### config.mk
export PLATFORM = sky130hd
export DESIGN_NAME = aopc_regs
export DESIGN_NICKNAME = d
export VERILOG_FILES = /design/src/aopc_pkg.sv /design/src/aopc_decode.sv /design/src/aopc_regs.sv
export SDC_FILE = /design/constraint.sdc
export NUM_CORES = 1
export LEC_CHECK = 0
export ABC_CLOCK_PERIOD_IN_PS = 1500
export BUFFER_PORTS_ARGS = -buffer_cell sky130_fd_sc_hd__buf_2
export CORE_ASPECT_RATIO = 0.75
export CORE_MARGIN = 5
export CORE_UTILIZATION = 35
export DETAILED_ROUTE_END_ITERATION = 7
export GPL_ROUTABILITY_DRIVEN = 1
export PLACE_DENSITY = 0.6
export SLEW_MARGIN = 20
export SYNTH_ARGS = -nofsm -noshare
export SYNTH_HDL_FRONTEND = slang
export SYNTH_SLANG_ARGS = --single-unit
### constraint.sdc
create_clock -name mclk -period 1.5 [get_ports mclk]
set_input_delay 0.45 -clock mclk [delete_from_list [all_inputs] [get_ports mclk]]
set_output_delay 0.45 -clock mclk [all_outputs]
set_load 0.01 [all_outputs]
### src/aopc_pkg.sv
/*
 holds the register map, field positions, reset values and the decoded
 setting types of the output processing configuration bank.
 assumes an 8-bit register address and 8-bit register data.
*/
package aopc_pkg;

   // ---------------------------------------------------------------
   // register offsets
   // ---------------------------------------------------------------
   localparam logic [7:0] AOPC_OFF_DECIM_FILTER = 8'h41;
   localparam logic [7:0] AOPC_OFF_ZONE = 8'h42;
   localparam logic [7:0] AOPC_OFF_CODING_SEL = 8'h43;
   localparam logic [7:0] AOPC_OFF_GAIN = 8'h44;
   localparam logic [7:0] AOPC_OFF_CODING_EN = 8'h4b;
   localparam logic [7:0] AOPC_OFF_DECIM_OVR = 8'h4d;
   localparam logic [7:0] AOPC_OFF_ZONE_EN = 8'h4e;
   localparam logic [7:0] AOPC_OFF_GAIN_EN = 8'h52;
   localparam logic [7:0] AOPC_OFF_APPLY = 8'h00;

   // ---------------------------------------------------------------
   // field positions
   // ---------------------------------------------------------------
   localparam int AOPC_POS_DECIM_HI = 4;
   localparam int AOPC_POS_DECIM_OVR = 3;
   localparam int AOPC_POS_ZONE_EN = 7;
   localparam int AOPC_POS_CODING_EN = 5;
   localparam int AOPC_POS_CODING_SEL = 0;
   localparam int AOPC_POS_GAIN_EN = 0;
   localparam int AOPC_POS_APPLY = 0;

   // ---------------------------------------------------------------
   // reset values and codes
   // ---------------------------------------------------------------
   localparam logic [2:0] AOPC_RST_DECIM_LO = 3'h2;
   localparam logic [2:0] AOPC_RST_ZONE = 3'h0;
   localparam logic [6:0] AOPC_RST_GAIN = 7'h00;
   localparam logic [3:0] AOPC_CODE_LOWPASS = 4'ha;
   localparam logic [3:0] AOPC_CODE_HIGHPASS = 4'he;
   localparam logic [2:0] AOPC_ZONE_FIRST = 3'h0;
   localparam logic [2:0] AOPC_ZONE_SECOND = 3'h1;
   localparam logic [2:0] AOPC_ZONE_THIRD = 3'h2;
   localparam logic [6:0] AOPC_GAIN_UNITY = 7'h20; // field value for 0 dB

   // filter mode as handed to the data path
   typedef enum logic [1:0] {
      AOPC_FILT_LOWPASS = 2'h0,
      AOPC_FILT_HIGHPASS = 2'h1,
      AOPC_FILT_UNSUPPORTED = 2'h2
   } aopc_filter_type;

   // settings that act on the data path after an apply pulse
   typedef struct packed {
      aopc_filter_type filter_mode;
      logic zone_valid;
      logic [1:0] zone_index;     // 0 first, 1 second, 2 third
      logic offset_binary;
      logic [6:0] gain_code;      // gain = code / 32, unity when off
   } aopc_settings_type;

   // register-side access bundle
   typedef struct packed {
      logic [7:0] addr;
      logic [7:0] wdata;
      logic wr;
      logic rd;
   } aopc_bus_type;

endpackage : aopc_pkg

### src/aopc_decode.sv
/*
 holds the decoder that turns raw register fields into the settings
 that the data path uses.
 assumes the caller registers the result on its own apply event.
*/
`timescale 1ns/10ps
`default_nettype none

module aopc_decode
   import aopc_pkg::*;
(
   input wire logic [3:0] decim_filter_code,
   input wire logic decim_override_on,
   input wire logic [2:0] zone_code,
   input wire logic zone_enable,
   input wire logic coding_select,
   input wire logic coding_enable,
   input wire logic [6:0] gain_code,
   input wire logic gain_stage_enable,
   output aopc_settings_type settings
);

   // ---------------------------------------------------------------
   // filter mode
   // ---------------------------------------------------------------
   // override off always gives low-pass with decimation by two
   wire logic code_low = (decim_filter_code == AOPC_CODE_LOWPASS);
   wire logic code_high = (decim_filter_code == AOPC_CODE_HIGHPASS);
   wire aopc_filter_type filt_sel =
      !decim_override_on ? AOPC_FILT_LOWPASS :
      code_low ? AOPC_FILT_LOWPASS :
      code_high ? AOPC_FILT_HIGHPASS :
      AOPC_FILT_UNSUPPORTED;

   // ---------------------------------------------------------------
   // nyquist zone, each zone spans half the device clock
   // ---------------------------------------------------------------
   wire logic zone_known = (zone_code == AOPC_ZONE_FIRST) ||
      (zone_code == AOPC_ZONE_SECOND) || (zone_code == AOPC_ZONE_THIRD);
   wire logic zone_ok = zone_enable && zone_known;

   // ---------------------------------------------------------------
   // coding and gain
   // ---------------------------------------------------------------
   wire logic off_bin = coding_enable && coding_select;
   wire logic [6:0] gain_out =
      gain_stage_enable ? gain_code : AOPC_GAIN_UNITY;

   assign settings.filter_mode = filt_sel;
   assign settings.zone_valid = zone_ok;
   assign settings.zone_index = zone_ok ? zone_code[1:0] : 2'h0;
   assign settings.offset_binary = off_bin;
   assign settings.gain_code = gain_out;

endmodule : aopc_decode

`default_nettype wire

### src/aopc_regs.sv
/*
 holds the output processing configuration register bank: nine
 registers of stored fields, read-back, and the apply latch that hands
 new settings to the data path.
 assumes a single-cycle strobe master on mclk, read data in the next
 cycle, and a data path that reads the settings output.
*/
// How it works
// decimation code is bit 4 plus bits 2-0; lower field resets to 2.
// override on: 1010 low-pass, 1110 high-pass, others unsupported.
// software sets override bit 3 of 4Dh to use the code.
// zone field: 000 first, 001 second, 010 third; resets to zero.
// software sets bit 7 of 4Eh to use the programmed zone.
// zone edges are multiples of half the device clock.
// coding bit 0: twos complement at 0, offset binary at 1.
// software sets bit 5 of 4Bh to let coding select act.
// coding enable low forces twos complement; high follows select.
// seven-bit gain field, gain equals value over 32, at most 7Fh.
// software sets bit 0 of 52h to apply the gain.
// settings take effect only after a 0-1-0 pulse of apply bit.
// override low keeps the default low-pass decimate-by-two mode.
// reserved bits are written zero and ignored by the logic; bit 7 of 44h is still stored and read back.
// every register is eight bits and reads back its stored fields.
`timescale 1ns/10ps
`default_nettype none

module aopc_regs
   import aopc_pkg::*;
(
   input wire logic mclk,
   input wire logic rst,
   input wire logic [7:0] reg_addr,
   input wire logic [7:0] reg_wdata,
   input wire logic reg_wr,
   input wire logic reg_rd,
   output logic [7:0] reg_rdata,
   output aopc_settings_type settings,
   output logic apply_done
);

   // ---------------------------------------------------------------
   // helpers
   // ---------------------------------------------------------------
   // address match used by the write decode and by the read mux
   function automatic logic hit(input logic [7:0] a, input logic [7:0] o);
      hit = (a == o);
   endfunction : hit

   // ---------------------------------------------------------------
   // storage
   // ---------------------------------------------------------------
   logic decim_hi_reg;
   logic [2:0] decim_lo_reg;
   logic [2:0] zone_reg;
   logic coding_sel_reg;
   logic [6:0] gain_reg;
   logic gain_b7_reg;
   logic coding_en_reg;
   logic decim_override_bit_reg;
   logic zone_en_reg;
   logic gain_stage_enable_reg;
   logic apply_reg;
   logic apply_prev_reg;
   logic [7:0] rdata_reg;
   aopc_settings_type live_reg;
   logic done_reg;

   aopc_bus_type bus;
   assign bus.addr = reg_addr;
   assign bus.wdata = reg_wdata;
   assign bus.wr = reg_wr;
   assign bus.rd = reg_rd;

   // ---------------------------------------------------------------
   // write decode
   // ---------------------------------------------------------------
   wire logic wr_decim = bus.wr && hit(bus.addr, AOPC_OFF_DECIM_FILTER);
   wire logic wr_zone = bus.wr && hit(bus.addr, AOPC_OFF_ZONE);
   wire logic wr_csel = bus.wr && hit(bus.addr, AOPC_OFF_CODING_SEL);
   wire logic wr_gain = bus.wr && hit(bus.addr, AOPC_OFF_GAIN);
   wire logic wr_cen = bus.wr && hit(bus.addr, AOPC_OFF_CODING_EN);
   wire logic wr_ovr = bus.wr && hit(bus.addr, AOPC_OFF_DECIM_OVR);
   wire logic wr_zen = bus.wr && hit(bus.addr, AOPC_OFF_ZONE_EN);
   wire logic wr_gen = bus.wr && hit(bus.addr, AOPC_OFF_GAIN_EN);
   wire logic wr_apply = bus.wr && hit(bus.addr, AOPC_OFF_APPLY);

   // field registers, reserved bits are not stored except bit 7 of the gain register
   always_ff @(posedge mclk or posedge rst) begin
      if (rst) begin
         decim_hi_reg <= 1'b0;
         decim_lo_reg <= AOPC_RST_DECIM_LO;
         zone_reg <= AOPC_RST_ZONE;
         coding_sel_reg <= 1'b0;
         gain_reg <= AOPC_RST_GAIN;
         gain_b7_reg <= 1'b0;
         coding_en_reg <= 1'b0;
         decim_override_bit_reg <= 1'b0;
         zone_en_reg <= 1'b0;
         gain_stage_enable_reg <= 1'b0;
         apply_reg <= 1'b0;
      end else begin
         if (wr_decim) begin
            decim_hi_reg <= bus.wdata[AOPC_POS_DECIM_HI];
            decim_lo_reg <= bus.wdata[2:0];
         end
         if (wr_zone) begin
            zone_reg <= bus.wdata[2:0];
         end
         if (wr_csel) begin
            coding_sel_reg <= bus.wdata[AOPC_POS_CODING_SEL];
         end
         if (wr_gain) begin
            gain_reg <= bus.wdata[6:0];
            gain_b7_reg <= bus.wdata[7];
         end
         if (wr_cen) begin
            coding_en_reg <= bus.wdata[AOPC_POS_CODING_EN];
         end
         if (wr_ovr) begin
            decim_override_bit_reg <= bus.wdata[AOPC_POS_DECIM_OVR];
         end
         if (wr_zen) begin
            zone_en_reg <= bus.wdata[AOPC_POS_ZONE_EN];
         end
         if (wr_gen) begin
            gain_stage_enable_reg <= bus.wdata[AOPC_POS_GAIN_EN];
         end
         if (wr_apply) begin
            apply_reg <= bus.wdata[AOPC_POS_APPLY];
         end
      end
   end

   // ---------------------------------------------------------------
   // read mux, unmapped offsets read zero
   // ---------------------------------------------------------------
   wire logic [7:0] rd_decim = {3'h0, decim_hi_reg, 1'b0, decim_lo_reg};
   wire logic [7:0] rd_zone = {5'h00, zone_reg};
   wire logic [7:0] rd_csel = {7'h00, coding_sel_reg};
   wire logic [7:0] rd_gain = {gain_b7_reg, gain_reg};
   wire logic [7:0] rd_cen = {2'h0, coding_en_reg, 5'h00};
   wire logic [7:0] rd_ovr = {4'h0, decim_override_bit_reg, 3'h0};
   wire logic [7:0] rd_zen = {zone_en_reg, 7'h00};
   wire logic [7:0] rd_gen = {7'h00, gain_stage_enable_reg};
   wire logic [7:0] rd_apply = {7'h00, apply_reg};
   wire logic [7:0] rd_sel =
      hit(bus.addr, AOPC_OFF_DECIM_FILTER) ? rd_decim :
      hit(bus.addr, AOPC_OFF_ZONE) ? rd_zone :
      hit(bus.addr, AOPC_OFF_CODING_SEL) ? rd_csel :
      hit(bus.addr, AOPC_OFF_GAIN) ? rd_gain :
      hit(bus.addr, AOPC_OFF_CODING_EN) ? rd_cen :
      hit(bus.addr, AOPC_OFF_DECIM_OVR) ? rd_ovr :
      hit(bus.addr, AOPC_OFF_ZONE_EN) ? rd_zen :
      hit(bus.addr, AOPC_OFF_GAIN_EN) ? rd_gen :
      hit(bus.addr, AOPC_OFF_APPLY) ? rd_apply : 8'h00;

   // read data stands only in the cycle after the strobe
   always_ff @(posedge mclk or posedge rst) begin
      if (rst) begin
         rdata_reg <= 8'h00;
      end else begin
         rdata_reg <= bus.rd ? rd_sel : 8'h00;
      end
   end
   assign reg_rdata = rdata_reg;

   // ---------------------------------------------------------------
   // decode of pending fields
   // ---------------------------------------------------------------
   aopc_settings_type pending;

   aopc_decode u_decode (
      .decim_filter_code({decim_hi_reg, decim_lo_reg}),
      .decim_override_on(decim_override_bit_reg),
      .zone_code(zone_reg),
      .zone_enable(zone_en_reg),
      .coding_select(coding_sel_reg),
      .coding_enable(coding_en_reg),
      .gain_code(gain_reg),
      .gain_stage_enable(gain_stage_enable_reg),
      .settings(pending)
   );

   // ---------------------------------------------------------------
   // apply latch
   // ---------------------------------------------------------------
   // falling edge of the apply bit ends the 0-1-0 pulse
   wire logic apply_fall = apply_prev_reg && !apply_reg;

   // default settings match the reset field values
   localparam aopc_settings_type AOPC_LIVE_RESET = '{
      filter_mode: AOPC_FILT_LOWPASS,
      zone_valid: 1'b0,
      zone_index: 2'h0,
      offset_binary: 1'b0,
      gain_code: AOPC_GAIN_UNITY
   };

   // live settings change only after the full pulse
   always_ff @(posedge mclk or posedge rst) begin
      if (rst) begin
         apply_prev_reg <= 1'b0;
         live_reg <= AOPC_LIVE_RESET;
         done_reg <= 1'b0;
      end else begin
         apply_prev_reg <= apply_reg;
         done_reg <= apply_fall;
         if (apply_fall) begin
            live_reg <= pending;
         end
      end
   end

   assign settings = live_reg;
   assign apply_done = done_reg;

endmodule : aopc_regs

`default_nettype wire

==> key figures <==
Status
  – Outcome: finished with violations
  – Failing checks: setup timing

Timing
  – Setup Skew: 0.00718 ns
  – Slew @ Worst Pin: 0.557 ns
  – Max frequency: 0.595 GHz
  – Max-slew headroom: 62.7%
  – Min Tclk post-route: 1.68 ns
  – Tcrit/Tclk final: 112%
  – Final setup vio count: 17
  – Hold WS: 0.128 ns
  – Fin. Hold Viols: 0
  – Setup ws final: -0.182 ns
  – RSZ-0062 raised after global routing: true
  – Max Slew Vio Count: 0

Yosys
  – Synth Area in Simple Gates: 20.1%
  – Compound-Gate Fraction of Synth Area: 9.15%
  – Dominant synthesized flop cell: dfrtp_1
  – Main combinational cell family by area after synthesis: simple AND/OR/NAND/NOR gates
  – Synth warn: 0
  – Mapped Area: 1980 µm²
  – Seq/Total Area, Yosys: 55.7%
  – Mean Syn Cell Area: 11.4 µm²
  – Yosys reg bits: 44
  – Syn Nets: 194
  – Synth unique cells: 41
  – Ys async rst share: 100%
  – Synth top area share: 53.0%
  – Post-synthesis mux area share: 12.7%
  – Post-synth top area cell: dfrtp_1
  – Number of synthesized flops with an enable pin: 0
  – Syn Inst Count: 174
  – Synth area leaders: dfrtp_1 53%, mux2_1 6.8%, nand2_1 5.7%, mux2_4 3.0%, mux2_2 2.8%
  – Post-Synth XOR/XNOR Area: 0%
  – Post-Synth Adder-Cell Area: 0%

Placement
  – Placed Instance Area: 2470 µm²
  – DPL Wire Length: 3560 µm
  – IO Port Bufs: 41
  – Placer congestion estimate: 0.875
  – DP Worst Slack: -0.520 ns

Clocking
  – Clock latency at the later pin of the worst-skew pair: 0.29 ns
  – Clock Sinks: 44
  – H-Tree Depth: 2
  – Post-CTS Hold Buffers: 0
  – Longest Clk Path Bufs: 2
  – CTS tree: yes
  – Root Driver: clkbuf_8
  – CTS Buf Count: 5
  – Clock edge transition at the registers on the reported setup and hold paths: 0.08 ns

Floorplan
  – Ports: 42
  – Row cnt: 23
  – Core ar.: 5410 µm²
  – Die width: 96.9 µm
  – Die height: 75.2 µm
  – Starting density of the core: 36.6%
  – Die area: 7280 µm²

Worst setup path
  – FF-to-FF path depth: 3
  – Slowest cell on crit path: or4b_4
  – Worst Path Max Fanout: 4
  – Crit path kind: in -> reg
  – Top cell by count, worst path: buf_6
  – Crit-path leading delay family: simple AND/OR/NAND/NOR gates
  – CP endpoint kind: register
  – Worst r2r src: apply_reg
  – CP Data Required Time: 1.68 ns
  – CP Buf/Inv Count: 2
  – Total stage count of the critical path: 6
  – CP max stage delay: 0.58 ns
  – Worst Setup SP: reg_addr[5]
  – Crit path cell chain: buf_6 > or4b_4 > nor3_4 > buf_6 > nand3_4 > mux2_4
  – Crit path arrival time: 1.86 ns
  – Critical path startpoint category: input pin

Route
  – Initial DRC count: 63
  – DRC: 0
  – WL final: 4760 µm
  – DR vias/cell: 4.89
  – 1st-pass router iterations: 4
  – Routed wire per std cell: 15.0 µm
  – Vias: 1551
  – Final antenna-violating net count: 0

Finish
  – Fin area: 2690 µm²
  – Layout area overhead: 35.6%
  – Final core utilization: 49.7%
  – Diode count: 0
  – Layout net count: 261
  – Most common cell after layout, fill and taps aside: dfrtp_1
  – Layout cells sized above 1: 45.5%
  – Largest register FFs: 13
  – Fillcell total: 524
  – Most frequent cells in the layout: 42 x dfrtp_1, 39 x buf_2, 30 x nand2_1

Global routing
  – First-pass GRT wire length: 8040 µm
  – Largest net degree at the start of global routing: 23
  – Vias in the first global route: 1615
  – GRT Overall Usage: 14.3%
  – Initial antenna violation count: 0
  – GR Overflow Total: 0

Power and ir drop
  – P per Cell Area: 857 nW/µm²
  – Peak supply drop: 0.000336 V
  – Leakage: 1.33 nW
  – Total power: 2.30 mW

Flow run
  – Max-capacitance violation count: 0

Min path
  – Min-Delay Path Class: in -> async
## layout make-up
| class | instances | area (µm²) | share of cell area [%] |
|---|---|---|---|
| timing repair buffer | 68 | 460 | 17.1 |
| tap | 75 | 93.8 | 3.49 |
| sequential | 44 | 1100 | 41.1 |
| inverter | 4 | 15.0 | 0.559 |
| multi-input combinational | 118 | 922 | 34.3 |
| clock inverter | 2 | 10.0 | 0.372 |
| clock buffer | 6 | 82.6 | 3.07 |
## metrics by stage
step,setup TNS [ns],instances
after floorplan,-5.12,174
after global placement,-11.13,306
after detailed placement,-11.73,306
after CTS,-2.60,315
after global routing,-2.91,317
final,-2.61,317
## where the power goes
group          switching, mW  internal [mW]  leakage [nW]  total, mW
Clock                  0.390          0.368        0.0510      0.757
Sequential            0.0356           1.24         0.604       1.28
Combinational          0.140          0.129         0.673      0.269
Total                  0.566           1.74          1.33       2.30
## layer usage
metal	share of wire [%]	wire length, µm	global-route usage [%]	vias to the layer above
li1	-	-	-	750
met1	48	2280	18.2	756
met2	45	2150	23.7	37
met3	5.6	265	4.26	8
met4	1.2	57	4.83	0
met5	0	0	0	-
## synthesized netlist by cell type, types with 3 or more instances
cell / count
dfrtp_1: 42
nand2_1: 30
mux2_1: 12
o21ai_0: 11
nor2_1: 10
clkbuf_1: 6
nand3_1: 6
nor2b_1: 6
mux2_2: 5
inv_1: 4
mux2_4: 4
a22oi_1: 3
o41ai_1: 3
## worst paths after layout
check / to / slack (ns)
max: decim_lo_reg[0] / -0.18
min: apply_done / 0.13
max reg2reg: settings[11] / 0.27
min reg2reg: apply_prev_reg / 0.43
max in group asynchronous: decim_lo_reg[1] / 0.89
min in group mclk: gain_reg[6] / 0.37
## what timing repair did
| item | 4_1_cts | 5_1_grt |
|---|---|---|
| setup endpoints to repair | 18 | 24 |
| pin swaps | 3 | 7 |
| resized for setup | 9 | 15 |
| buffers inserted | 3 | 3 |
| hold endpoints to repair | 0 | 0 |
| cloned | 0 | 0 |
## cell families after synthesis
kind of cell           count (synthesis)
and+or+nand+nor                       70
DFF                                   44
AOI/OAI and AO/OA                     27
muxes                                 21
buffers and inverters                 12
Power figures use the tool's default switching activity.
